--- config.mk ---
export PLATFORM = sky130hd
export DESIGN_NAME = surge_excess_monitor
export DESIGN_NICKNAME = d
export VERILOG_FILES = /design/src/pkg/surge_pkg.sv /design/src/surge_slot_mem.sv /design/src/surge_excess_monitor.sv
export SDC_FILE = /design/constraint.sdc
export NUM_CORES = 1
export LEC_CHECK = 0
export BUFFER_PORTS_ARGS = -buffer_cell sky130_fd_sc_hd__buf_2
export CAP_MARGIN = 40
export CORE_AREA = 2 2 165 167
export CTS_BUF_LIST = sky130_fd_sc_hd__clkbuf_16
export DETAILED_ROUTE_END_ITERATION = 7
export DIE_AREA = 0 0 167 169
export GPL_TIMING_DRIVEN = 0
export PLACE_DENSITY = 0.82
export SLEW_MARGIN = 20
export SYNTH_ARGS = -nofsm -noshare
export SYNTH_HDL_FRONTEND = slang
export SYNTH_SLANG_ARGS = --single-unit
--- constraint.sdc ---
create_clock -name clk -period 10.1 [get_ports clk]
set_input_delay 2.02 -clock clk [delete_from_list [all_inputs] [get_ports clk]]
set_output_delay 2.02 -clock clk [all_outputs]
set_load 0.005 [all_outputs]
--- src/pkg/surge_pkg.sv ---
// shared constants, register map and carrier types of the surge monitor
package surge_pkg;

  // clock and time base
  localparam int CLK_HZ = 250_000_000;
  localparam int TICK_PERIOD_S = 1;
  localparam int TICK_CYCLES = CLK_HZ * TICK_PERIOD_S;
  localparam int MINUTE_S = 60;
  localparam int EXT_RUN_S = 600;

  // setting ranges and defaults
  localparam logic [7:0] WIN_MIN = 8'h01;
  localparam logic [7:0] WIN_MAX = 8'h05;
  localparam logic [7:0] WIN_DEF = 8'h03;
  localparam logic [7:0] LIM_MIN = 8'h04;
  localparam logic [7:0] LIM_MAX = 8'h14;
  localparam logic [7:0] LIM_DEF = 8'h0F;
  // sensitivity in tenths: 0.3 .. 1.3
  localparam logic [7:0] SENS_MIN = 8'h03;
  localparam logic [7:0] SENS_MAX = 8'h0D;
  localparam logic [7:0] SENS_DEF = 8'h03;

  // register byte offsets
  localparam logic [7:0] OFS_CTRL = 8'h00;
  localparam logic [7:0] OFS_CMD = 8'h04;
  localparam logic [7:0] OFS_WIN_LEN = 8'h08;
  localparam logic [7:0] OFS_LIMIT = 8'h0C;
  localparam logic [7:0] OFS_SENS = 8'h10;
  localparam logic [7:0] OFS_STATUS = 8'h14;
  localparam logic [7:0] OFS_WIN_TIME = 8'h18;
  localparam logic [7:0] OFS_WIN_COUNT = 8'h1C;
  localparam logic [7:0] OFS_TOTAL = 8'h20;
  localparam logic [7:0] OFS_EXT_REMAIN = 8'h24;
  localparam logic [7:0] OFS_RATIO = 8'h28;

  // field layout
  localparam int CTRL_W = 4;
  localparam int CMD_CLR_TOTAL = 0;
  localparam int CMD_WARN_RST = 1;
  localparam int RATIO_FRAC = 8;
  localparam int SET_W = 8;

  // control bits, shutdown_en in bit 0
  typedef struct packed {
    logic drive_fitted;
    logic hgb_en;
    logic ext_run_en;
    logic shutdown_en;
  } cfg_s;

  localparam cfg_s CFG_DEF = 4'h0;

  // plant-side levels and the surge event pulse
  typedef struct packed {
    logic surge;
    logic running;
    logic at_max;
    logic valve_open;
  } plant_s;

  typedef enum logic [1:0] {
    ST_IDLE = 2'h1,
    ST_EXT = 2'h2
  } run_state_e;

endpackage : surge_pkg

--- src/surge_slot_mem.sv ---
// per-minute surge count slots with registered read
`timescale 1ns/10ps
module surge_slot_mem #(
  parameter int DEPTH = 5,
  parameter int WIDTH = 8,
  parameter int AW = 3
) (
  input wire logic clk,
  input wire logic we,
  input wire logic [AW-1:0] waddr,
  input wire logic [WIDTH-1:0] wdata,
  input wire logic [AW-1:0] raddr,
  output logic [WIDTH-1:0] rdata
);

  logic [WIDTH-1:0] mem [DEPTH];

  always_ff @(posedge clk) begin
    if (we) begin
      mem[waddr] <= wdata;
    end
    rdata <= mem[raddr];
  end

endmodule : surge_slot_mem

--- src/surge_excess_monitor.sv ---
// surge protection supervisor: rolling window, limit actions, totals
//
// Contract
// - rolling total drops oldest, adds newest minute
// - window time counts up, zeroed at shutdown
// - window count partial early, cleared at shutdown
// - window length one to five, default three
// - limit 4 to 20, excess when above
// - both disabled: keep running, raise warning
// - shutdown only: request shutdown on excess
// - extended run: close vanes ten minutes, warn
// - run end clears inhibit if count ok
// - both enabled: shutdown if still excess
// - no shutdown: latch detect warning until reset
// - show remaining extended run time
// - hot gas enabled: valve fully open first; shutdown and warnings wait for the valve only with a drive fitted
// - drive fitted: full speed first
// - both present: both conditions together
// - drive fitted: gate shutdown and warnings
// - indicator pulses per surge, drive at max
// - lifetime total, only max-speed surges
// - clear command zeroes lifetime total
// - sensitivity 0.3 to 1.3, default 0.3
// - capacity-control indicator below max speed
// - head ratio (cond - evap) / evap
`timescale 1ns/10ps
module surge_excess_monitor #(
  parameter int TICK_CYCLES = surge_pkg::TICK_CYCLES,
  parameter int WIN_DEPTH = 5,
  parameter int CNT_W = 8
) (
  input wire logic clk,
  input wire logic rst_b,
  input wire logic [7:0] addr,
  input wire logic [31:0] wdata,
  input wire logic wr_stb,
  input wire logic rd_stb,
  output logic [31:0] rdata,
  input wire surge_pkg::plant_s plant,
  input wire logic [15:0] cond_press,
  input wire logic [15:0] evap_press,
  output logic shutdown_req,
  output logic vane_close,
  output logic limit_warn,
  output logic detect_warn,
  output logic surge_ind,
  output logic cap_surge_ind,
  output logic [7:0] sens_out
);
  localparam int AW = 3;
  localparam logic [5:0] SEC_LAST = 6'(surge_pkg::MINUTE_S - 1);
  localparam logic [9:0] EXT_LOAD = 10'(surge_pkg::EXT_RUN_S);
  localparam logic [31:0] TICK_LAST = 32'(TICK_CYCLES - 1);
  localparam int DIV_STEPS = 16 + surge_pkg::RATIO_FRAC;
  function automatic logic [7:0] clamp8(input logic [7:0] v,
                                        input logic [7:0] lo,
                                        input logic [7:0] hi);
    clamp8 = (v < lo) ? lo : ((v > hi) ? hi : v);
  endfunction : clamp8
  // register file state
  surge_pkg::cfg_s cfg_reg;
  logic [2:0] win_len_reg;
  logic [7:0] limit_reg;
  logic [7:0] sens_reg;
  logic [31:0] total_reg;
  // bus decode
  wire wr_ctrl = wr_stb && addr == surge_pkg::OFS_CTRL;
  wire wr_cmd = wr_stb && addr == surge_pkg::OFS_CMD;
  wire wr_win = wr_stb && addr == surge_pkg::OFS_WIN_LEN;
  wire wr_lim = wr_stb && addr == surge_pkg::OFS_LIMIT;
  wire wr_sens = wr_stb && addr == surge_pkg::OFS_SENS;
  wire clr_total = wr_cmd && wdata[surge_pkg::CMD_CLR_TOTAL];
  wire warn_rst = wr_cmd && wdata[surge_pkg::CMD_WARN_RST];
  wire [7:0] win_w = clamp8(wdata[7:0], surge_pkg::WIN_MIN,
                            surge_pkg::WIN_MAX);
  wire [7:0] lim_w = clamp8(wdata[7:0], surge_pkg::LIM_MIN,
                            surge_pkg::LIM_MAX);
  wire [7:0] sens_w = clamp8(wdata[7:0], surge_pkg::SENS_MIN,
                             surge_pkg::SENS_MAX);
  always_ff @(posedge clk) begin
    if (!rst_b) begin
      cfg_reg <= surge_pkg::CFG_DEF;
      win_len_reg <= surge_pkg::WIN_DEF[2:0];
      limit_reg <= surge_pkg::LIM_DEF;
      sens_reg <= surge_pkg::SENS_DEF;
    end else begin
      if (wr_ctrl) cfg_reg <= surge_pkg::cfg_s'(wdata[surge_pkg::CTRL_W-1:0]);
      if (wr_win) win_len_reg <= win_w[2:0];
      if (wr_lim) limit_reg <= lim_w;
      if (wr_sens) sens_reg <= sens_w;
    end
  end
  // one-second tick
  logic [31:0] tick_cnt_reg;
  wire tick = tick_cnt_reg == TICK_LAST;
  always_ff @(posedge clk) begin
    if (!rst_b) tick_cnt_reg <= '0;
    else tick_cnt_reg <= tick ? '0 : tick_cnt_reg + 32'h1;
  end
  // surge qualification
  wire running = plant.running;
  wire evt = plant.surge && running;
  wire at_max_ok = !cfg_reg.drive_fitted || plant.at_max;
  wire valve_ok = !cfg_reg.hgb_en || plant.valve_open;
  wire qual_evt = evt && at_max_ok;
  wire cap_evt = evt && cfg_reg.drive_fitted && !plant.at_max;
  // shutdown and warnings only wait for the valve when a drive is fitted
  wire gate_ok = !cfg_reg.drive_fitted ||
                 (plant.at_max && valve_ok);
  wire start_ok = at_max_ok && valve_ok;
  // rolling window; a length change restarts it to keep slots coherent
  logic [5:0] sec_reg;
  logic [2:0] elapsed_reg;
  logic [AW-1:0] wptr_reg;
  logic [CNT_W-1:0] cur_reg;
  logic [CNT_W-1:0] win_cnt_reg;
  logic [CNT_W-1:0] old_cnt;
  wire win_clr = !running || wr_win;
  wire minute = running && tick && sec_reg == SEC_LAST;
  wire full = elapsed_reg == win_len_reg;
  wire [CNT_W-1:0] evt_w = CNT_W'(evt);
  wire [CNT_W-1:0] slot_w = cur_reg + evt_w;
  wire [CNT_W-1:0] drop = (minute && full) ? old_cnt : '0;
  wire [AW-1:0] wptr_last = win_len_reg - 3'h1;
  wire excess = win_cnt_reg > limit_reg;
  surge_slot_mem #(
    .DEPTH(WIN_DEPTH),
    .WIDTH(CNT_W),
    .AW(AW)
  ) u_slots (
    .clk(clk),
    .we(minute),
    .waddr(wptr_reg),
    .wdata(slot_w),
    .raddr(wptr_reg),
    .rdata(old_cnt)
  );
  always_ff @(posedge clk) begin
    if (!rst_b || win_clr) begin
      sec_reg <= '0;
      elapsed_reg <= '0;
      wptr_reg <= '0;
      cur_reg <= '0;
      win_cnt_reg <= '0;
    end else begin
      if (tick) sec_reg <= (sec_reg == SEC_LAST) ? '0 : sec_reg + 6'h1;
      if (minute) begin
        if (!full) elapsed_reg <= elapsed_reg + 3'h1;
        wptr_reg <= (wptr_reg == wptr_last) ? '0 : wptr_reg + 3'h1;
        cur_reg <= '0;
      end else begin
        cur_reg <= slot_w;
      end
      win_cnt_reg <= win_cnt_reg + evt_w - drop;
    end
  end
  // excess surge actions
  surge_pkg::run_state_e state_reg;
  logic [9:0] remain_reg;
  wire sd_en = cfg_reg.shutdown_en;
  wire er_en = cfg_reg.ext_run_en;
  wire idle_excess = state_reg == surge_pkg::ST_IDLE && running && excess;
  wire ext_start = idle_excess && er_en && start_ok;
  wire ext_end = state_reg == surge_pkg::ST_EXT && tick &&
                 remain_reg == 10'h1;
  always_ff @(posedge clk) begin
    if (!rst_b || !running) begin
      state_reg <= surge_pkg::ST_IDLE;
      remain_reg <= '0;
      vane_close <= 1'b0;
      limit_warn <= 1'b0;
    end else begin
      case (state_reg)
        surge_pkg::ST_IDLE: begin
          if (ext_start) begin
            state_reg <= surge_pkg::ST_EXT;
            remain_reg <= EXT_LOAD;
            vane_close <= 1'b1;
            limit_warn <= 1'b1;
          end
        end
        surge_pkg::ST_EXT: begin
          if (ext_end && !excess) begin
            state_reg <= surge_pkg::ST_IDLE;
            remain_reg <= '0;
            vane_close <= 1'b0;
            limit_warn <= 1'b0;
          end else if (ext_end && sd_en) begin
            state_reg <= surge_pkg::ST_IDLE;
            remain_reg <= '0;
          end else if (ext_end) begin
            // still excess without shutdown: another full period
            remain_reg <= EXT_LOAD;
          end else if (tick) begin
            remain_reg <= remain_reg - 10'h1;
          end
        end
        default: begin
          state_reg <= surge_pkg::ST_IDLE;
        end
      endcase
    end
  end
  // shutdown request holds until the chiller stops
  wire sd_direct = idle_excess && sd_en && !er_en && gate_ok;
  wire sd_after = ext_end && excess && sd_en && gate_ok;
  wire warn_only = idle_excess && !sd_en && !er_en && gate_ok;
  wire warn_ext = ext_start && !sd_en && gate_ok;
  always_ff @(posedge clk) begin
    if (!rst_b) begin
      shutdown_req <= 1'b0;
      detect_warn <= 1'b0;
    end else begin
      if (sd_direct || sd_after) shutdown_req <= 1'b1;
      else if (!running) shutdown_req <= 1'b0;
      // a new excess wins over a warning reset in the same cycle
      if (warn_only || warn_ext) detect_warn <= 1'b1;
      else if (warn_rst) detect_warn <= 1'b0;
    end
  end
  // indicators and lifetime total
  always_ff @(posedge clk) begin
    if (!rst_b) begin
      surge_ind <= 1'b0;
      cap_surge_ind <= 1'b0;
      total_reg <= '0;
      sens_out <= surge_pkg::SENS_DEF;
    end else begin
      surge_ind <= qual_evt;
      cap_surge_ind <= cap_evt;
      sens_out <= sens_reg;
      if (qual_evt) total_reg <= total_reg + 32'h1;
      else if (clr_total) total_reg <= '0;
    end
  end
  // head ratio in 8.8 fixed point, serial restoring divide
  logic [15:0] ratio_reg;
  logic [23:0] quo_reg;
  logic [16:0] rem_reg;
  logic [15:0] den_reg;
  logic [4:0] step_reg;
  wire [15:0] diff = (cond_press > evap_press) ?
                     cond_press - evap_press : '0;
  wire [16:0] rem_sh = {rem_reg[15:0], quo_reg[23]};
  wire rem_ge = rem_sh >= {1'b0, den_reg};
  wire div_done = step_reg == 5'(DIV_STEPS + 1);
  always_ff @(posedge clk) begin
    if (!rst_b) begin
      ratio_reg <= '0;
      quo_reg <= '0;
      rem_reg <= '0;
      den_reg <= '0;
      step_reg <= '0;
    end else if (step_reg == '0) begin
      quo_reg <= {diff, 8'h00};
      rem_reg <= '0;
      den_reg <= evap_press;
      step_reg <= 5'h1;
    end else if (div_done) begin
      // zero evaporator pressure or overflow saturates
      if (den_reg == '0 || quo_reg[23:16] != '0) ratio_reg <= 16'hFFFF;
      else ratio_reg <= quo_reg[15:0];
      step_reg <= '0;
    end else begin
      rem_reg <= rem_ge ? rem_sh - {1'b0, den_reg} : rem_sh;
      quo_reg <= {quo_reg[22:0], rem_ge};
      step_reg <= step_reg + 5'h1;
    end
  end
  // read port: data only in the cycle after the strobe
  logic [31:0] rd_mux;
  wire [31:0] status_w = {26'h0, state_reg, detect_warn, limit_warn,
                          vane_close, shutdown_req};
  always_comb begin
    case (addr)
      surge_pkg::OFS_CTRL: rd_mux = {28'h0, cfg_reg};
      surge_pkg::OFS_WIN_LEN: rd_mux = {29'h0, win_len_reg};
      surge_pkg::OFS_LIMIT: rd_mux = {24'h0, limit_reg};
      surge_pkg::OFS_SENS: rd_mux = {24'h0, sens_reg};
      surge_pkg::OFS_STATUS: rd_mux = status_w;
      surge_pkg::OFS_WIN_TIME: rd_mux = {29'h0, elapsed_reg};
      surge_pkg::OFS_WIN_COUNT: rd_mux = {24'h0, win_cnt_reg};
      surge_pkg::OFS_TOTAL: rd_mux = total_reg;
      surge_pkg::OFS_EXT_REMAIN: rd_mux = {22'h0, remain_reg};
      surge_pkg::OFS_RATIO: rd_mux = {16'h0, ratio_reg};
      default: rd_mux = 32'h0;
    endcase
  end
  always_ff @(posedge clk) begin
    if (!rst_b) rdata <= '0;
    else rdata <= rd_stb ? rd_mux : 32'h0;
  end
endmodule : surge_excess_monitor

# Word level (Yosys, flattened, before mapping)
# Memories as Yosys holds them, arrays and structs flattened. A register that Yosys moved wholly into a read port is not among the register bits.
# Index checks and enable logic that the tools add are counted.
[totals]
reg_bits = 249
mem_bits_rw = 40
output_inout_bits = 46
wordCells = 187
n_memories = 1
[op_classes]
add_sub_neg = 13
n_lt_le_gt_ge = 9
n_eq_ne = 24
muxes = 38
n_bitwise = 3
n_reduce_logical = 69
[mem_list]
columns = ["memory", "words", "width", "rd", "rd_ports_with_merged_regs", "wr", "line_no", "rtl"]
rows = [
  ["u_slots.mem", 5, 8, 1, 1, 1, "surge_slot_mem.sv:16", "logic [WIDTH-1:0] mem [DEPTH];"],
]
[ops]
columns = ["cell", "count"]
rows = [
  ["one-hot mux 32 bit (10 select lines)", 1],
  ["adder 32 x 1 -> 32 bit, second input constant", 2],
  ["two-way mux 32 bit", 2],
  ["two-way mux 10 bit", 5],
  ["two-way mux 16 bit", 3],
  ["two-way mux 24 bit", 2],
  ["two-way mux 8 bit", 5],
  ["logical AND 1 bit", 35],
  ["equality test 32 x 28 -> 1 bit, second input constant", 1],
  ["equality test 8 x 5 -> 1 bit, second input constant", 4],
  ["subtractor 16 bit", 2],
  ["equality test 8 x 6 -> 1 bit, second input constant", 3],
  ["one-hot mux 10 bit (2 select lines)", 1],
  [">= comparator 17 x 16 -> 1 bit", 1],
  ["adder 8 x 1 -> 8 bit", 2],
  ["equality test 8 x 4 -> 1 bit, second input constant", 2],
  ["> comparator 16 bit", 1],
  ["zero test 16 bit", 1],
  ["equality test 10 x 1 -> 1 bit, second input constant", 1],
  ["two-way mux 1 bit", 10],
  ["subtractor 10 x 1 -> 10 bit, second input constant", 1],
  ["logical OR 1 bit", 9],
  ["two-way mux 3 bit", 3],
  ["equality test 8 x 3 -> 1 bit, second input constant", 1],
  ["35 further kinds", 58],
]

# Depth between registers and ports, before layout
# Gate-level depths: netlist of the first run.
[logic_depth]
depth_word = 9
depth_mapped = 16
depth_no_buf = 16

# Cells and area by module
# A second synthesis of the first run with hierarchy kept.
[unflattened]
hier_cells = 1636
area_unflattened_um2 = 14465.1
[modules_own_cells]
columns = ["mod", "instances", "cells_each", "area_per_inst_um2"]
rows = [
  ["surge_excess_monitor", 1, 1536, 12688.4],
  ["surge_slot_mem", 1, 100, 1776.7],
]

# Worst setup path after synthesis of the first run
# Ideal clock, no wire load.
[synth_timing]
path_type = "input port to flip-flop"
startpoint = "input port cond_press[0]"
endpoint = "register quo_reg[13]"
setup_time_ps = 134
arrival_time_ps = 4291
t_required_ps = 9966
slack_ps = 5675
cell_stages = 12
path_cell_list = "inv_1 -> ha_1 -> inv_1 -> fa_1 -> a21o_1 -> a221oi_1 -> o21ai_0 -> and2_1 -> o31a_1 -> buf_2 -> a221oi_1 -> a211oi_1"
[synth_via]
elab_chain_cells = 3
elab_cells_between_ends = 4
cone_classes = "add/sub (1); order compare (1); mux (2)"
[synth_lines]
columns = ["element", "line_no", "rtl"]
rows = [
  ["from (decl)", "surge_excess_monitor.sv:40", "input wire logic [15:0] cond_press,"],
  ["subtractor 16 bit or > comparator 16 bit (tied branches)", "surge_excess_monitor.sv:243, surge_excess_monitor.sv:242", ""],
  ["two-way mux 16 bit (*)", "surge_excess_monitor.sv:242", "wire [15:0] diff = (cond_press > evap_press) ?"],
  ["two-way mux 24 bit (*)", "surge_excess_monitor.sv:254", "end else if (step_reg == '0) begin"],
  ["to (signal assigned)", "surge_excess_monitor.sv:255", "quo_reg <= {diff, 8'h00};"],
  ["to (signal assigned)", "surge_excess_monitor.sv:266", "quo_reg <= {quo_reg[22:0], rem_ge};"],
  ["to (decl)", "surge_excess_monitor.sv:238", "logic [23:0] quo_reg;"],
]
# Mark *: on every way between the ends. The rest lies on a longest branch, timed or not.
# A chain may end at the register's enable or synchronous reset.

# Final worst setup path of the first run
[layout_timing]
startpoint = "input port cond_press[0]"
endpoint = "register quo_reg[15]"
# Same word-level chain as after synthesis.

==> results.py, run 1 <==
metrics = {
    "worst_hold_path": {
        "worstHoldStart": "quo_reg[0]",
        "holdPathStages": 2,
        "whs_endpoint": "quo_reg[1]",
        "hp-class": "reg -> reg",
    },
    "synth": {
        "synthArstFlopShare_pct": 0,
        "synth_area_leader_cell": "dfxtp_1",
        "synth_top_area_share_pct": 35.9,
        "synth.net_count": 1745,
        "avgSynthCellArea_um2": 8.99,
        "synth_cells": 1593,
        "ys_ff_latch": 297,
        "netlist-cell-type-count": 78,
        "netlist_top_cells_area": "dfxtp_1, edfxtp_1, ha_1",
        "yosysWarnings": 0,
        "syn-cell-area_um2": 14300,
        "ys.flop_type": "dfxtp_1",
        "synth_edf_count": 40,
        "synth.yosys.seq_area_share_pct": 44.3,
    },
    "sta": {
        "drv_slew": 0,
        "fin_hold_ws_ns": 0.467,
        "rsz0062_at_grt": "false",
        "max_freq_ghz": 0.225,
        "final.period_utilization_pct": 44.0,
        "worst_clock_skew_ns": 0.0169,
        "slew_headroom_pct": 44.4,
        "min_period_ns": 4.44,
        "tightest_slew_ns": 0.834,
        "finalHoldViolCount": 0,
        "final.setup.tns_ns": 0,
        "finalSetupViolations": 0,
    },
    "drt": {
        "wl_per_cell_um": 17.2,
        "drt_iter0_markers": 1091,
        "drcViolationCount": 0,
        "antenna_left": 0,
        "drt_wl_total_um": 36100,
        "vias_per_cell": 5.85,
        "first_pass_iters": 6,
        "via_count": 12200,
    },
    "power_and_ir_drop": {
        "p_comb_share_pct": 20.5,
        "switchingPower_uw": 885,
        "clkPwrFrac_pct": 39.5,
        "seq_power_share_pct": 40.0,
        "p_int_uw": 2270,
        "powerDensity_nw_per_um2": 192,
        "ir_drop_mv": 0.178,
        "switching_share_pct": 28.1,
        "leakage_uw": 0.00638,
    },
    "layout": {
        "nFillCells": 2149,
        "largest_register_ffs": 40,
        "stdcell_area_um2": 16400,
        "top_register": "u_slots.mem",
        "fin_nets": 1878,
        "register_area_um2": 6350,
        "drive_gt1_share_pct": 12.5,
        "multiInputGateArea_um2": 7340,
        "fin_util_pct": 61.9,
        "synthToLayoutAreaGrowth_pct": 14.6,
    },
    "setup_path": {
        "slowest_stage": "fa_1",
        "critPathMaxFanout": 10,
        "crit_chain": "buf_2, inv_1, ha_1, inv_1, fa_1, a21o_1, a221oi_1, o21ai_0, and2_1, o31a_1, buf_2, a221oi_1, a211oi_1",
        "crit_path_max_incr_delay_ns": 0.41,
        "cp_top_family": "compound AO/OA/AOI/OAI gates",
        "critPathCaptureType": "flop",
        "rrSetupSlack_ns": 5.97,
        "cp-start-kind": "input port",
        "r2r_end": "win_cnt_reg[6]",
        "reg2reg_depth": 15,
        "path_buf_inv": 4,
        "arrival_ns": 4.85,
        "cp.depth": 13,
        "cp.required_ns": 10.51,
        "r2r_start": "tick_cnt_reg[10]",
        "critical_path_class": "in -> reg",
    },
    "clock_network": {
        "cts_buffers": 31,
        "cts-resized-gates": 0,
        "cts-root-buf": "clkbuf_16",
        "hold_buffers": 0,
        "cts_buffer_depth": 3,
        "path_clk_slew_ns": 0.07,
        "clock-sinks": 297,
        "cts_htree_levels": 1,
        "postCtsSetupRepairBufs": 0,
        "cts_tree": "built",
        "clk_latency_ns": 0.56,
    },
    "run_status": {
        "status": "complete, no violations",
    },
    "die": {
        "die_y_um": 169,
        "fp.dieW_um": 167,
        "design.core.area_um2": 26500,
        "rows": 60,
        "io_pins": 126,
        "die_area_um2": 28200,
        "initial_core_util_pct": 54.0,
    },
    "place": {
        "dpl-instance-area_um2": 15300,
        "gp_congestion": 0.926,
        "dp_hpwl_um": 26600,
        "io_buffers": 96,
    },
    "global_route": {
        "first_global_vias": 11900,
        "grt_pass1_wl_um": 58700,
        "antenna_found_initial": 5,
        "track_usage_pct": 25.0,
        "grt_overflow": 0,
        "grt_max_degree": 15,
    },
    "flow_run": {
        "drv_cap": 0,
    },
}
## power groups by stage
| stage | Combinational [uW] | Clock [uW] | Sequential (uW) |
|---|---|---|---|
| after global placement | 612 | 0 | 1280 |
| after CTS | 633 | 1260 | 1260 |
| after floorplan | 494 | 0 | 1280 |
| after detailed placement | 628 | 0 | 1280 |
| after global routing | 718 | 1310 | 1260 |
| final | 645 | 1250 | 1260 |
## worst reg2reg max path: stages (launching register included)
cell and delay (ns):
dfxtp_1 0.34, or4_1 0.54, nor4_2 0.33, nand4_1 0.33, nor4_4 0.53, and2_1 0.20
ha_1 0.12, inv_1 0.04, ha_1 0.21, fa_1 0.40, a21o_1 0.20, a21o_1 0.20
a21o_1 0.18, a21oi_1 0.18, xor2_1 0.16, nor2_1 0.05
## how the worst max path moves through the flow
stage / end / slack (ns) / start
floorplan: quo_reg[13] / 5.67 / cond_press[0]
global placement: quo_reg[15] / 5.24 / cond_press[0]
detailed placement: quo_reg[15] / 5.17 / cond_press[0]
CTS: quo_reg[15] / 5.73 / cond_press[0]
global route: quo_reg[15] / 5.51 / cond_press[0]
finish: quo_reg[15] / 5.66 / cond_press[0]
## cells by family (layout without fill, tap and decap cells)
group / Yosys count / in the layout / share of synthesized area (%)
AOI/OAI and AO/OA: 363 / 363 / 16.4
adders and majority gates: 72 / 72 / 6.45
DFF: 297 / 297 / 44.3
muxes: 36 / 36 / 3.33
buffers and inverters: 165 / 322 / 4.59
and+or+nand+nor: 577 / 577 / 19.8
other: 0 / 1 / 0
xor gates and xnor gates: 83 / 83 / 5.08
## cell type report
cell class / count / area share (%)
Clock inverter: 26 / 2.10
Clock buffer: 31 / 4.73
Buffer: 73 / 1.90
Timing Repair Buffer: 100 / 3.11
Inverter: 92 / 2.10
Sequential cell: 297 / 38.7
Tap cell: 341 / 2.60
Antenna cell: 1 / 0.0153
Multi-Input combinational cell: 1131 / 44.8
## per-layer routing
metal / vias up / GRT usage (%) / wire (um)
li1: 5936 / - / -
met4: 6 / 9.22 / 1300
met1: 5727 / 30.4 / 14600
met3: 104 / 4.68 / 2510
met5: - / 0 / 41
met2: 460 / 44.3 / 17600
## synthesized netlist by cell type, drive strengths merged (27+ instances only)
| library cell | n |
|---|---|
| and2 | 31 |
| o21ai | 71 |
| ha | 69 |
| dfxtp | 257 |
| edfxtp | 40 |
| a22oi | 27 |
| nand3 | 62 |
| clkbuf | 61 |
| inv | 92 |
| a21oi | 116 |
| nor2 | 154 |
| nand2 | 158 |
| and3 | 32 |
| xnor2 | 48 |
| xor2 | 35 |
## cells in the final DEF (no fill, tap or decap), drive strengths merged, types with 40 or more instances in the layout
cell,count
buf,111
nor2,154
inv,96
o21ai,71
nand3,62
edfxtp,40
ha,69
xnor2,48
nand2,158
a21oi,116
clkbuf,93
dfxtp,257
## per-stage QoR
step,power (uW),cells,setup WS [ns]
6_report,3150,2092,5.66
5_1_grt,3290,2091,5.51
4_1_cts,3150,2090,5.73
3_5_place_dp,1910,2033,5.17
3_3_place_gp,1900,2030,5.24
2_1_floorplan,1770,1593,5.67
(Power assumes the default switching activity.)
==> inputs of run 2 (changes only) <==
clock period = 4.31 ns   (was 10.1 ns; I/O delays follow)
==> run 2 against run 1 <==
Worst setup slack lost 5.2 ns. Wire length up 0.32%. Critical endpoint is now win_cnt_reg[6]. Combinational power increased by 130%. First-iteration DRC count up 10%. Via count rose by 0.85%. Worst hold slack worse by 0.0025 ns.
==> results.py, run 2 (synthesis gave the netlist of run 1 again) <==
metrics = {
    "run_status": {
        "status": "complete, no violations",
    },
    "layout": {
        "fin_nets": 1880,
        "top_register": "u_slots.mem",
        "synthToLayoutAreaGrowth_pct": 14.7,
        "nFillCells": 2150,
        "largest_register_ffs": 40,
        "mostFrequentLayoutCells": "dfxtp_1, nand2_1, nor2_1",
        "layout_commonest_cell": "dfxtp_1",
        "drive_gt1_share_pct": 12.6,
        "fin_util_pct": 62.0,
    },
    "setup_path": {
        "arrival_ns": 4.33,
        "cp.required_ns": 4.75,
        "crit_chain": "or4_1, nor4_2, nand4_1, nor4_4, and2_1, ha_1, inv_1, ha_1, fa_1, a21o_1, a21o_1, a21o_1, a21oi_1, xor2_1, nor2_1",
        "rrSetupSlack_ns": 0.41,
        "crit_path_max_incr_delay_ns": 0.54,
        "critPathMaxFanout": 4,
        "r2r_start": "tick_cnt_reg[10]",
        "critPathCaptureType": "flop",
        "slowest_stage": "or4_1",
        "reg2reg_depth": 15,
        "critical_path_class": "reg -> reg",
        "cp-start-kind": "flop",
        "r2r_end": "win_cnt_reg[6]",
        "crit_top_cell": "a21o_1",
    },
    "global_route": {
        "use_met2_pct": 44.2,
        "globalRouteMet1Util_pct": 30.4,
        "first_global_vias": 11900,
        "grt.busiest_layer": "met2",
        "antenna_found_initial": 5,
        "grt_pass1_wl_um": 58600,
        "track_usage_pct": 25.0,
        "grt_max_degree": 15,
        "use_met3_pct": 4.68,
        "grt_overflow": 0,
    },
    "die": {
        "die_y_um": 169,
        "fp.dieW_um": 167,
        "die_area_um2": 28200,
        "initial_core_util_pct": 54.0,
        "io_pins": 126,
        "design.core.area_um2": 26500,
        "rows": 60,
    },
    "place": {
        "io_buffers": 96,
        "dp_hpwl_um": 26600,
        "gp_congestion": 0.926,
    },
    "power_and_ir_drop": {
        "switching_share_pct": 28.0,
        "p_comb_share_pct": 20.4,
        "power.total_uw": 7380,
        "seq_power_share_pct": 40.0,
        "p_int_uw": 5310,
        "leakage_uw": 0.00639,
        "ir_drop_mv": 0.418,
        "clkPwrFrac_pct": 39.5,
        "powerDensity_nw_per_um2": 449,
        "switchingPower_uw": 2070,
    },
    "drt": {
        "drt_wl_total_um": 36200,
        "antenna_left": 0,
        "wl_per_cell_um": 17.3,
        "drt_iter0_markers": 1205,
        "first_pass_iters": 6,
        "drcViolationCount": 0,
        "via_count": 12300,
        "vias_per_cell": 5.89,
    },
    "clock_network": {
        "cts_buffers": 31,
        "cts_tree": "built",
        "clock-sinks": 297,
        "cts-root-buf": "clkbuf_16",
        "path_clk_slew_ns": 0.06,
        "cts_htree_levels": 1,
        "hold_buffers": 0,
        "clk_latency_ns": 0.56,
        "cts_buffer_depth": 3,
    },
    "sta": {
        "worst_clock_skew_ns": 0.0192,
        "rsz0062_at_grt": "false",
        "max_freq_ghz": 0.257,
        "slew_headroom_pct": 45.0,
        "min_period_ns": 3.90,
        "fin_hold_ws_ns": 0.465,
        "drv_slew": 0,
        "finalHoldViolCount": 0,
        "tightest_slew_ns": 0.825,
        "final.period_utilization_pct": 90.4,
        "finalSetupViolations": 0,
        "final.setup.tns_ns": 0,
    },
    "flow_run": {
        "drv_cap": 0,
    },
    "worst_hold_path": {
        "holdPathStages": 2,
        "whs_endpoint": "quo_reg[1]",
        "hp-class": "reg -> reg",
        "worstHoldStart": "quo_reg[0]",
    },
}
==> run 2: power by group through the flow <==
stage / clock (uW) / combinational, uW / sequential, uW
floorplan: 0 / 1160 / 2990
CTS: 2950 / 1480 / 2950
detailed placement: 0 / 1470 / 3010
global route: 3060 / 1680 / 2960
global placement: 0 / 1430 / 3010
finish: 2920 / 1510 / 2950
==> run 2: what timing repair did <==
action	CTS	global route
endpoints found under the setup margin	0	2
resized for setup	0	0
setup buffers	0	2
==> run 2: layout make-up <==
class                      count  area, um2  area share [%]
antenna                        2       5.00          0.0305
buffer                        73        312            1.90
clock buffer                  31        776            4.72
clock inverter                26        344            2.10
inverter                      92        345            2.10
multi-input combinational   1131       7340            44.7
sequential                   297       6350            38.6
tap                          341        427            2.60
timing repair buffer         102        526            3.20
==> run 2: layer usage <==
layer	vias up	part of all wire [%]	wire, um
li1	5939	-	-
met3	115	6.9	2510
met5	-	0.11	41
met2	492	49	17600
met4	6	3.8	1390
met1	5785	41	14700
==> run 2: worst max-delay path by stage <==
| stage | startpoint | endpoint | slack (ns) | depth (start not counted) |
|---|---|---|---|---|
| after floorplan | tick_cnt_reg[10] | win_cnt_reg[6] | 0.68 | 15 |
| after global placement | tick_cnt_reg[10] | win_cnt_reg[6] | 0.22 | 15 |
| after detailed placement | tick_cnt_reg[10] | win_cnt_reg[6] | 0.20 | 15 |
| after CTS | tick_cnt_reg[10] | win_cnt_reg[6] | 0.16 | 15 |
| after global routing | tick_cnt_reg[15] | win_cnt_reg[7] | 0.16 | 14 |
| final | tick_cnt_reg[10] | win_cnt_reg[6] | 0.41 | 15 |
==> run 2: per-stage QoR <==
stage	cells	setup WS [ns]	instance area (um2)
5_1_grt	2093	0.160	16400
6_report	2095	0.415	16400
2_1_floorplan	1593	0.677	14300
3_5_place_dp	2033	0.196	15300
4_1_cts	2090	0.161	16400
3_3_place_gp	2030	0.217	15200
==> run 2: worst max-delay path: cells and delay by family (launching register included) <==
| family | cells | cell delay (ns) |
|---|---|---|
| compound gates | 4 | 0.77 |
| buf+inv | 1 | 0.04 |
| xor+xnor | 1 | 0.15 |
| simple gates | 6 | 1.74 |
| fa+ha+maj | 3 | 0.73 |
| flops | 1 | 0.34 |
